`src/rtl/threshold_irq_regs.svh`:
```
// threshold-crossing interrupt enable: register offset, reset value and field positions
// assumes a 6-bit register address and 24-bit register data from the serial decoder
`ifndef THRESHOLD_IRQ_REGS_SVH
`define THRESHOLD_IRQ_REGS_SVH

`define CFG_FOUR_OFFSET        6'h28
`define CFG_FOUR_RESET         24'h000000
`define CFG_FOUR_WIDTH         24

// field positions inside the enable register
`define SW22_SEL_LSB           0
`define SW22_SEL_MSB           5
`define SW23_SEL_LSB           6
`define SW23_SEL_MSB           15
`define SUPPLY_ZERO_SEL_LSB    16
`define SUPPLY_ZERO_SEL_MSB    19
`define SUPPLY_ONE_SEL_LSB     20
`define SUPPLY_ONE_SEL_MSB     23

// one 2-bit edge code per threshold comparison, twelve in all
`define CROSS_CHANNELS         12
`define ADC_CODE_WIDTH         10

// edge code values
`define EDGE_NONE              2'h0
`define EDGE_RISING            2'h1
`define EDGE_FALLING           2'h2
`define EDGE_EITHER            2'h3

`endif

```
`src/rtl/threshold_irq_pkg.sv`:
```
// types shared by the threshold-crossing interrupt enable block
// assumes threshold_irq_regs.svh is on the include path
`include "threshold_irq_regs.svh"

package threshold_irq_pkg;

    typedef logic [1:0]                     edge_code_type;
    typedef logic [`ADC_CODE_WIDTH-1:0]     adc_code_type;
    typedef logic [`CFG_FOUR_WIDTH-1:0]     cfg_word_type;
    typedef logic [`CROSS_CHANNELS-1:0]     channel_vec_type;

endpackage

```
`src/rtl/threshold_crossing_irq_enable.sv`:
```
// threshold-crossing interrupt enable register and crossing detector
// assumes register strobes and comparator results come from logic on clk
//
// Overview of operation
// - Register bits 21:20 choose none, rising, falling or both crossings of supply threshold one A.
// - Register bits 23:22 choose the same edge coding for supply threshold one B.
// - Register bits 17:16 choose the edge coding for supply threshold zero A.
// - Register bits 19:18 choose the edge coding for supply threshold zero B.
// - Register bits 7:6 choose the edge coding of switch input 23 against shared threshold three A.
// - Register bits 9:8 choose the edge coding of switch input 23 against shared threshold three B.
// - Register bits 11:10 choose the edge coding of switch input 23 against shared threshold three C.
// - Register bits 13:12 choose the edge coding of switch input 23 against ADC threshold eight.
// - Register bits 15:14 choose the edge coding of switch input 23 against ADC threshold nine.
// - Register bits 1:0, 3:2 and 5:4 choose the edge coding of switch input 22 against thresholds three A, B, C.
// - The enable register sits at offset 28h and resets to zero so that no crossing interrupt is armed.
// - All enable fields are read/write and a read returns the last value written.
// - ADC thresholds eight and nine are 10-bit values that the input 23 code is compared against.
`timescale 1ns/1ps
`include "threshold_irq_regs.svh"

module threshold_crossing_irq_enable
#(
    parameter int CHANNELS = `CROSS_CHANNELS,
    parameter int CODE_W   = `ADC_CODE_WIDTH
)
(
    input  wire logic                   clk,
    input  wire logic                   rst_n,
    // register access from the serial interface decoder
    input  wire logic                   regWrEn,
    input  wire logic                   regRdEn,
    input  wire logic [5:0]             regAddr,
    input  wire logic [23:0]            regWrData,
    output logic      [23:0]            regRdData_q,
    output logic                        regRdHit_q,
    // sampled comparator results, valid with sampleValid
    input  wire logic                   sampleValid,
    input  wire logic [2:0]             switchTwentytwoAbove,
    input  wire logic [2:0]             switchTwentythreeAbove,
    input  wire logic [3:0]             supplyAbove,
    input  wire logic [CODE_W-1:0]      switchTwentythreeCode,
    input  wire logic [CODE_W-1:0]      adcThresholdEight,
    input  wire logic [CODE_W-1:0]      adcThresholdNine,
    // crossing reports
    output logic [CHANNELS-1:0]         crossingEvent_q,
    output logic [CHANNELS-1:0]         crossingRising_q,
    output logic                        irqRequest_q,
    output logic [23:0]                 enableCfg_q
);

    ////////////////////////////////////////////////////////////////////////////////////////
    // enable register

    threshold_irq_pkg::cfg_word_type    cfgFour_q;
    threshold_irq_pkg::cfg_word_type    cfgFour_d;
    logic                               cfgHit;
    logic                               cfgWrite;
    logic                               cfgRead;

    assign cfgHit   = (regAddr == `CFG_FOUR_OFFSET);
    assign cfgWrite = regWrEn && cfgHit;
    assign cfgRead  = regRdEn && cfgHit;
    assign cfgFour_d = cfgWrite ? regWrData : cfgFour_q;

    always_ff @(posedge clk)
    begin
        if (!rst_n)
        begin
            cfgFour_q <= `CFG_FOUR_RESET;
        end
        else
        begin
            cfgFour_q <= cfgFour_d;
        end
    end

    ////////////////////////////////////////////////////////////////////////////////////////
    // read path: unmapped addresses read as zero

    logic [23:0]                        rdData_d;
    logic                               rdHit_d;

    // a write and a read in the same cycle return the old contents
    assign rdData_d = cfgRead ? cfgFour_q : 24'h000000;
    assign rdHit_d  = cfgRead;

    always_ff @(posedge clk)
    begin
        if (!rst_n)
        begin
            regRdData_q <= 24'h000000;
            regRdHit_q  <= 1'b0;
        end
        else
        begin
            regRdData_q <= rdData_d;
            regRdHit_q  <= rdHit_d;
        end
    end

    ////////////////////////////////////////////////////////////////////////////////////////
    // field views of the enable register

    logic [5:0]                         switchTwentytwoIrqSel;
    logic [9:0]                         switchTwentythreeIrqSel;
    logic [3:0]                         supplyMonitorZeroIrqSel;
    logic [3:0]                         supplyMonitorOneIrqSel;

    assign switchTwentytwoIrqSel   = cfgFour_q[`SW22_SEL_MSB:`SW22_SEL_LSB];
    assign switchTwentythreeIrqSel = cfgFour_q[`SW23_SEL_MSB:`SW23_SEL_LSB];
    assign supplyMonitorZeroIrqSel = cfgFour_q[`SUPPLY_ZERO_SEL_MSB:`SUPPLY_ZERO_SEL_LSB];
    assign supplyMonitorOneIrqSel  = cfgFour_q[`SUPPLY_ONE_SEL_MSB:`SUPPLY_ONE_SEL_LSB];

    // channel i is governed by register bits [2i+1:2i]
    logic [2*CHANNELS-1:0]              edgeSel;

    assign edgeSel = {supplyMonitorOneIrqSel,       // one B one A
                      supplyMonitorZeroIrqSel,      // zero B zero A
                      switchTwentythreeIrqSel,      // nine, eight, 3C, 3B, 3A
                      switchTwentytwoIrqSel};       // 3C, 3B, 3A

    ////////////////////////////////////////////////////////////////////////////////////////
    // comparison results in register order

    logic                               aboveEight;
    logic                               aboveNine;
    threshold_irq_pkg::channel_vec_type aboveNow;

    assign aboveEight = (switchTwentythreeCode > adcThresholdEight);
    assign aboveNine  = (switchTwentythreeCode > adcThresholdNine);
    assign aboveNow   = {supplyAbove,
                         aboveNine,
                         aboveEight,
                         switchTwentythreeAbove,
                         switchTwentytwoAbove};

    ////////////////////////////////////////////////////////////////////////////////////////
    // sample history: the first sample after reset only primes the history

    // cycles without sampleValid leave the history untouched
    threshold_irq_pkg::channel_vec_type abovePrev_q;
    logic                               primed_q;

    always_ff @(posedge clk)
    begin
        if (!rst_n)
        begin
            abovePrev_q <= '0;
            primed_q    <= 1'b0;
        end
        else if (sampleValid)
        begin
            abovePrev_q <= aboveNow;
            primed_q    <= 1'b1;
        end
    end

    ////////////////////////////////////////////////////////////////////////////////////////
    // per-channel edge qualification

    threshold_irq_pkg::channel_vec_type riseHit;
    threshold_irq_pkg::channel_vec_type fallHit;
    threshold_irq_pkg::channel_vec_type eventHit;

    genvar ch;
    generate
        for (ch = 0; ch < CHANNELS; ch = ch + 1)
        begin : gen_channel
            threshold_irq_pkg::edge_code_type code;
            logic                             changed;

            // code bit 0 arms the rising direction, code bit 1 the falling one
            assign code    = edgeSel[2*ch+1:2*ch];
            // a change is only judged between two valid samples
            assign changed = sampleValid && primed_q && (aboveNow[ch] != abovePrev_q[ch]);
            assign riseHit[ch] = changed && aboveNow[ch]
                                 && ((code == `EDGE_RISING) || (code == `EDGE_EITHER));
            assign fallHit[ch] = changed && !aboveNow[ch]
                                 && ((code == `EDGE_FALLING) || (code == `EDGE_EITHER));
            assign eventHit[ch] = riseHit[ch] || fallHit[ch];
        end
    endgenerate

    ////////////////////////////////////////////////////////////////////////////////////////
    // registered reports

    // reports stand for exactly one cycle after the sample edge
    logic                               irqRequest_d;

    // any armed crossing on any channel raises the request
    assign irqRequest_d = |eventHit;

    always_ff @(posedge clk)
    begin
        if (!rst_n)
        begin
            crossingEvent_q  <= '0;
            crossingRising_q <= '0;
            irqRequest_q     <= 1'b0;
        end
        else
        begin
            crossingEvent_q  <= eventHit;
            crossingRising_q <= riseHit;
            irqRequest_q     <= irqRequest_d;
        end
    end

    // configuration mirror for the rest of the device
    // it tracks the register itself, so it moves on the write edge
    always_ff @(posedge clk)
    begin
        if (!rst_n)
        begin
            enableCfg_q <= `CFG_FOUR_RESET;
        end
        else
        begin
            enableCfg_q <= cfgFour_d;
        end
    end

endmodule

```
`config.mk`:
```
export PLATFORM = sky130hd
export DESIGN_NAME = threshold_crossing_irq_enable
export DESIGN_NICKNAME = d
export VERILOG_FILES = /design/src/rtl/threshold_irq_pkg.sv /design/src/rtl/threshold_crossing_irq_enable.sv
export VERILOG_INCLUDE_DIRS = /design/src /design/src/rtl
export SDC_FILE = /design/constraint.sdc
export NUM_CORES = 1
export LEC_CHECK = 0
export CAP_MARGIN = 0
export CORE_AREA = 4 4 88 90
export CTS_BUF_LIST = sky130_fd_sc_hd__clkbuf_2 sky130_fd_sc_hd__clkbuf_4 sky130_fd_sc_hd__clkbuf_8
export CTS_CLUSTER_DIAMETER = 100
export DETAILED_ROUTE_END_ITERATION = 12
export DIE_AREA = 0 0 92 94
export DONT_BUFFER_PORTS = 1
export HOLD_SLACK_MARGIN = 0.12
export PLACE_DENSITY_LB_ADDON = 0.12
export SETUP_SLACK_MARGIN = 0.15
export SYNTH_ARGS = -nofsm -noshare
export SYNTH_HDL_FRONTEND = slang
export SYNTH_SLANG_ARGS = --single-unit
```
`constraint.sdc`:
```
create_clock -name clk -period 2 [get_ports clk]
set_input_delay 0.1 -clock clk [delete_from_list [all_inputs] [get_ports clk]]
set_output_delay 0.1 -clock clk [all_outputs]
set_load 0.005 [all_outputs]
```
==> flow_summary.yaml, run 1 <==
outcome:
  outcome: "complete, no violations"
clock_tree:
  cts_max_level: 3
  root_buffer: "clkbuf_8"
  worstSkewPairLatency_ps: 350
  numCtsBuffers: 9
  tritoncts: "built"
  cts.sinks: 87
  max-clock-path-buffers: 2
  postCtsSetupBuffers: 0
  cts.clk_slew.worst_paths_ps: 90
synth:
  ys_seq_elements: 87
  netlist_area_sq_um: 3462
  yosys_warnings: 0
  ys.flop_type: "dfxtp_1"
  yosysUniqueCellTypes: 31
  ys_seq_area_share_pct: 50.31
  synthCells: 341
  async_flop_share_pct: 0
  synth_area_per_cell_sq_um: 10.15
  synth_edf_count: 0
  synth_fp_nets: 436
floorplanning:
  num_rows: 31
  core-area_sq_um: 7059
  die_x_microns: 92
  dieArea_sq_um: 8648
  io_pins: 149
  initial_utilization_pct: 49.04
  die_h_microns: 94
sta:
  fin_skew_ps: 12.39
  setup_violations: 0
  slew_violations: 0
  period_minus_slack_ps: 1577
  hold_slack_ps: 155.9
  fmax_mhz: 634.1
  min_period_over_period_pct: 78.85
  finalHoldViolations: 0
  relSlewSlack_pct: 38.22
  layout_setup_ws_ps: 423.0
  tightest_slew_ps: 926.8
  rsz0062_at_grt: "no"
  tns_ps: 0
cells_and_area:
  final_nets: 499
  num_antenna_cells: 0
  utilization_pct: 62.12
  mostFrequentLayoutCells: "87 x dfxtp_1, 59 x dlygate4sd3_1, 38 x nor2b_1"
  area_delta_synth_final_pct: 26.67
  drive_gt1_share_pct: 5.868
  final_common_cell: "dfxtp_1"
route:
  drt-pass1-iter-count: 6
  vias_per_cell: 4.978
  vias: 2529
  routed_wl_microns: 8106
  ant_nets: 0
  wl_per_cell_microns: 15.96
  drc: 0
  drtIter0Drc: 63
worst_setup_path:
  cp_max_fo: 21
  critPathArrivalTime_ps: 1830
  crit_type: "in2reg"
  worstReg2RegStart: "abovePrev_q[4]"
  reg2reg_depth: 6
  worstReg2RegEnd: "irqRequest_q"
  crit_path_start_kind: "primary input"
  cp.required_ps: 2250
  cp-end-kind: "register"
  rrSetupSlack_ps: 510
power_and_ir_drop:
  p_leak_nw: 2.027
  finalPower_w: 0.003274
  peakVddDrop_uv: 338.3
  powerDensity_nw_per_um2: 746.6
placement:
  hpwl_microns: 5520
  gp_congestion: 0.7380
  pre_cts_ws_ps: 243.5
  io_buffers: 0
grt:
  grt_pass1_wl_microns: 12680
  antenna_found_initial: 0
  grt_pass1_vias: 2528
  grt_remaining_overflow: 0
  grt_max_degree: 37
  grtUsageTotal_pct: 18.84
worst_hold_path:
  min_from: "rst_n"
  holdCritPathClass: "in2reg"
  min_to: "crossingEvent_q[3]"
  whs_path_depth: 2
run:
  drv_cap: 0
[registers in the layout, summed over array words and instances (netlist names)]
register and flops:
enableCfg_q 24, regRdData_q 24, abovePrev_q 12, crossingEvent_q 12
crossingRising_q 12, irqRequest_q 1, primed_q 1, regRdHit_q 1
[layer usage]
metal  up-vias  global-route usage [%]  wire length [microns]
met2        96                   33.33                   4099
met1      1161                   21.37                   3348
li1       1264                       -                      -
met4         0                   7.797                    119
met3         8                   5.208                    539
met5         -                       0                      0
[synth_stat cells (2+ instances only)]
cell	number	area [sq um]
nand3_1	3	15.01
clkbuf_1	10	37.54
and2_1	25	156.4
ha_1	20	250.2
nor4_1	2	12.51
dfxtp_1	87	1742
nand4_1	2	12.51
o21ai_0	5	25.02
nand2b_1	2	12.51
nand3b_1	20	150.1
nor2b_1	38	237.7
buf_2	2	10.01
a21oi_1	18	90.09
nand2_1	19	71.32
nor3_1	3	15.01
mux2i_1	36	360.4
nor2_1	13	48.80
inv_1	22	82.58
a31oi_1	2	12.51
[layout make-up]
type | count | area (sq um)
fill | 615 | 2674
tap | 99 | 123.9
inverter | 22 | 82.58
timing repair buffer | 64 | 645.6
clock inverter | 7 | 77.57
clock buffer | 9 | 123.9
sequential | 87 | 1742
multi-input combinational | 220 | 1590
[worst max-delay path: stages]
cell and delay (ps):
nand4bb_1 170, nor3_1 180, nand2_1 200, buf_4 320, mux2i_1 230, nor2b_1 70, dlygate4sd3_1 550
[how the worst max path moves through the flow]
| stage | startpoint | end | slack, ps | cells after the start |
|---|---|---|---|---|
| 2_1_floorplan | adcThresholdNine[9] | crossingEvent_q[7] | 390 | 8 |
| 3_3_place_gp | adcThresholdEight[5] | irqRequest_q | 260 | 8 |
| 3_5_place_dp | adcThresholdNine[9] | irqRequest_q | 240 | 8 |
| 4_1_cts | sampleValid | abovePrev_q[10] | 170 | 4 |
| 5_1_grt | regAddr[4] | enableCfg_q[17] | 320 | 7 |
| 6_report | regAddr[4] | enableCfg_q[18] | 420 | 7 |
[where the power goes]
part / internal, W / leakage [nW] / switching [W]
Clock: 0.000591 / 0.101 / 0.000659
Combinational: 0.000143 / 1.22 / 0.000118
Sequential: 0.00175 / 0.703 / 0.0000133
[through the flow]
| step | std cells | area [sq um] |
|---|---|---|
| finish | 508 | 4385 |
| global route | 508 | 4385 |
| CTS | 508 | 4383 |
| detailed placement | 431 | 3561 |
| global placement | 431 | 3561 |
| floorplan | 341 | 3462 |
[kinds of logic after synthesis]
family,count (synthesis),synth area share (%)
AO/OA/AOI/OAI,32,5.530
adder cells (fa/ha/maj),20,7.228
buffers and inverters,34,3.759
flip-flops,87,50.31
multiplexers,37,10.73
AND/OR/NAND/NOR,131,22.44
[repair_timing]
action	4_1_cts	5_1_grt
resized for setup	0	1
hold buffers	61	0
setup endpoints to repair	0	1
hold endpoints to repair	57	0
Note: power is estimated with default switching activity, not from simulation.
==> run 2: changes to the inputs <==
==> constraint.sdc (replaced) <==
create_clock -name clk -period 1.39 [get_ports clk]
set_input_delay 0.0695 -clock clk [delete_from_list [all_inputs] [get_ports clk]]
set_output_delay 0.0695 -clock clk [all_outputs]
set_load 0.005 [all_outputs]
==> run 2 against run 1 <==
Highest routed layer unchanged. Register-to-register slack got worse by 620 ps. Worst setup slack got worse by 530 ps. Via count rose by 5.0%. Largest power group unchanged. Critical path type is now reg2reg. Largest cell class is now multi-input gates. Clock skew barely moved. Non-clock buffer count rose by 15. Sequential power rose by 44%. Design area rose by 9.9%. The run now ends with negative hold slack, negative setup slack left.
==> flow_summary.yaml, run 2 (synthesized netlist as in run 1, its figures left out) <==
outcome:
  outcome: "finished, violations left"
  failed_checks: "negative hold slack, negative setup slack"
sta:
  layout_setup_ws_ps: -110.6
  fin_skew_ps: 11.90
  rsz0062_at_grt: "yes"
  hold_slack_ps: -96.78
  finalHoldViolations: 5
  period_minus_slack_ps: 1501
  min_period_over_period_pct: 108.0
  relSlewSlack_pct: 27.03
  slew_violations: 0
  fmax_mhz: 666.4
  setup_violations: 1
  tightest_slew_ps: 1095
cells_and_area:
  final_nets: 514
  num_antenna_cells: 0
  fin_cells: 523
  area_delta_synth_final_pct: 39.25
  reg_top3: "enableCfg_q x24, regRdData_q x24"
  fin_area_sq_um: 4821
  final_common_cell: "dfxtp_1"
  mostFrequentLayoutCells: "82 x dfxtp_1, 42 x dlygate4sd3_1, 38 x nor2b_1"
  drive_gt1_share_pct: 23.35
  fillCellCount: 571
route:
  vias_per_cell: 5.078
  drtIter0Drc: 76
  ant_nets: 0
  drt-pass1-iter-count: 4
  vias: 2656
  routed_wl_microns: 8552
  drc: 0
  wl_per_cell_microns: 16.35
worst_setup_path:
  cp-endpoint: "irqRequest_q"
  cp_max_fo: 3
  crit_type: "reg2reg"
  worstReg2RegStart: "abovePrev_q[1]"
  crit_chain: "nand3b_1, nand2_2, nor4_4, buf_4, nand3_2, a31oi_1, a31oi_1"
  cp_slowest_cell: "dfxtp_2"
  cp.required_ps: 1620
  crit_path_start_kind: "register"
  reg2reg_depth: 7
  cp-end-kind: "register"
  slowest_delay_ps: 350
  path_common_cell: "a31oi_1"
  worstReg2RegEnd: "irqRequest_q"
  critPathArrivalTime_ps: 1730
  rrSetupSlack_ps: -110
  setup.worst_path.start: "abovePrev_q[1]"
clock_tree:
  worstSkewPairLatency_ps: 350
  cts_max_level: 3
  root_buffer: "clkbuf_8"
  numCtsBuffers: 9
  cts.sinks: 87
  cts_hold_buf: 46
  tritoncts: "built"
  cts.clk_slew.worst_paths_ps: 90
  max-clock-path-buffers: 2
grt:
  grt_pass1_vias: 2726
  grtUsageTotal_pct: 19.90
  grt_remaining_overflow: 0
  grt_max_degree: 36
  grt_pass1_wl_microns: 13400
  antenna_found_initial: 0
placement:
  gp_congestion: 0.7464
  pre_cts_ws_ps: -282.8
  place_area_sq_um: 4021
  io_buffers: 0
  placed_cells: 458
  hpwl_microns: 5809
run:
  drv_cap: 0
power_and_ir_drop:
  powerDensity_nw_per_um2: 974.7
  peakVddDrop_uv: 616.8
  finalPower_w: 0.004699
  p_leak_nw: 2.097
floorplanning:
  initial_utilization_pct: 49.04
  dieArea_sq_um: 8648
  io_pins: 149
  core-area_sq_um: 7059
  die_x_microns: 92
  die_h_microns: 94
  num_rows: 31
worst_hold_path:
  holdCritPathClass: "in2reg"
  whs_path_depth: 2
[run 2: stage by stage]
step / hold WS, ps / TNS [ps] / util, %
6_report: -96.78 / -110.6 / 68.29
5_1_grt: -97.37 / -188.6 / 68.29
4_1_cts: -112.8 / -175.5 / 67.12
3_5_place_dp: 187.6 / -1029 / 56.97
3_3_place_gp: 186.0 / -699.1 / 56.97
2_1_floorplan: 224.7 / -109.5 / -
[run 2: per-layer routing]
layer / up-vias / wire length (microns) / global-route usage, %
met5: - / 0 / 0
met2: 87 / 4423 / 36.07
met4: 0 / 101 / 8.292
met1: 1252 / 3364 / 21.33
li1: 1308 / - / -
met3: 9 / 662 / 6.330
[run 2: how the worst min path moves through the flow]
stage	from	to	slack [ps]
after floorplan	supplyAbove[3]	crossingRising_q[11]	220
after global placement	sampleValid	primed_q	190
after detailed placement	sampleValid	primed_q	190
after CTS	sampleValid	abovePrev_q[7]	-110
after global routing	switchTwentytwoAbove[1]	abovePrev_q[1]	-100
final	switchTwentytwoAbove[1]	abovePrev_q[1]	-100
[run 2: layout make-up]
type / instances / area, sq um / area share (%)
Multi-Input combinational cell: 220 / 1848 / 38.33
Inverter: 22 / 166.4 / 3.452
Tap cell: 99 / 123.9 / 2.569
Sequential cell: 87 / 1748 / 36.26
Clock inverter: 6 / 51.30 / 1.064
Timing Repair Buffer: 79 / 745.7 / 15.47
Clock buffer: 10 / 137.6 / 2.855
[run 2: worst max-delay path: cells and delay by family (launching register included)]
kind / cells / cell delay [ps]
DFF: 1 / 350
and+or+nand+nor: 4 / 630
AOI/OAI and AO/OA: 2 / 240
buffers and inverters: 1 / 160
[run 2: repair_timing]
item / 4_1_cts / 5_1_grt
gates resized for setup: 7 / 21
pin swaps: 2 / 9
endpoints found under the setup margin: 2 / 39
hold endpoints to repair: 62 / 11
buffers inserted: 4 / 0
[run 2: where the power goes]
group          internal (W)  switching, W
clock network      0.000727      0.000927
logic              0.000306      0.000202
registers           0.00252     0.0000190
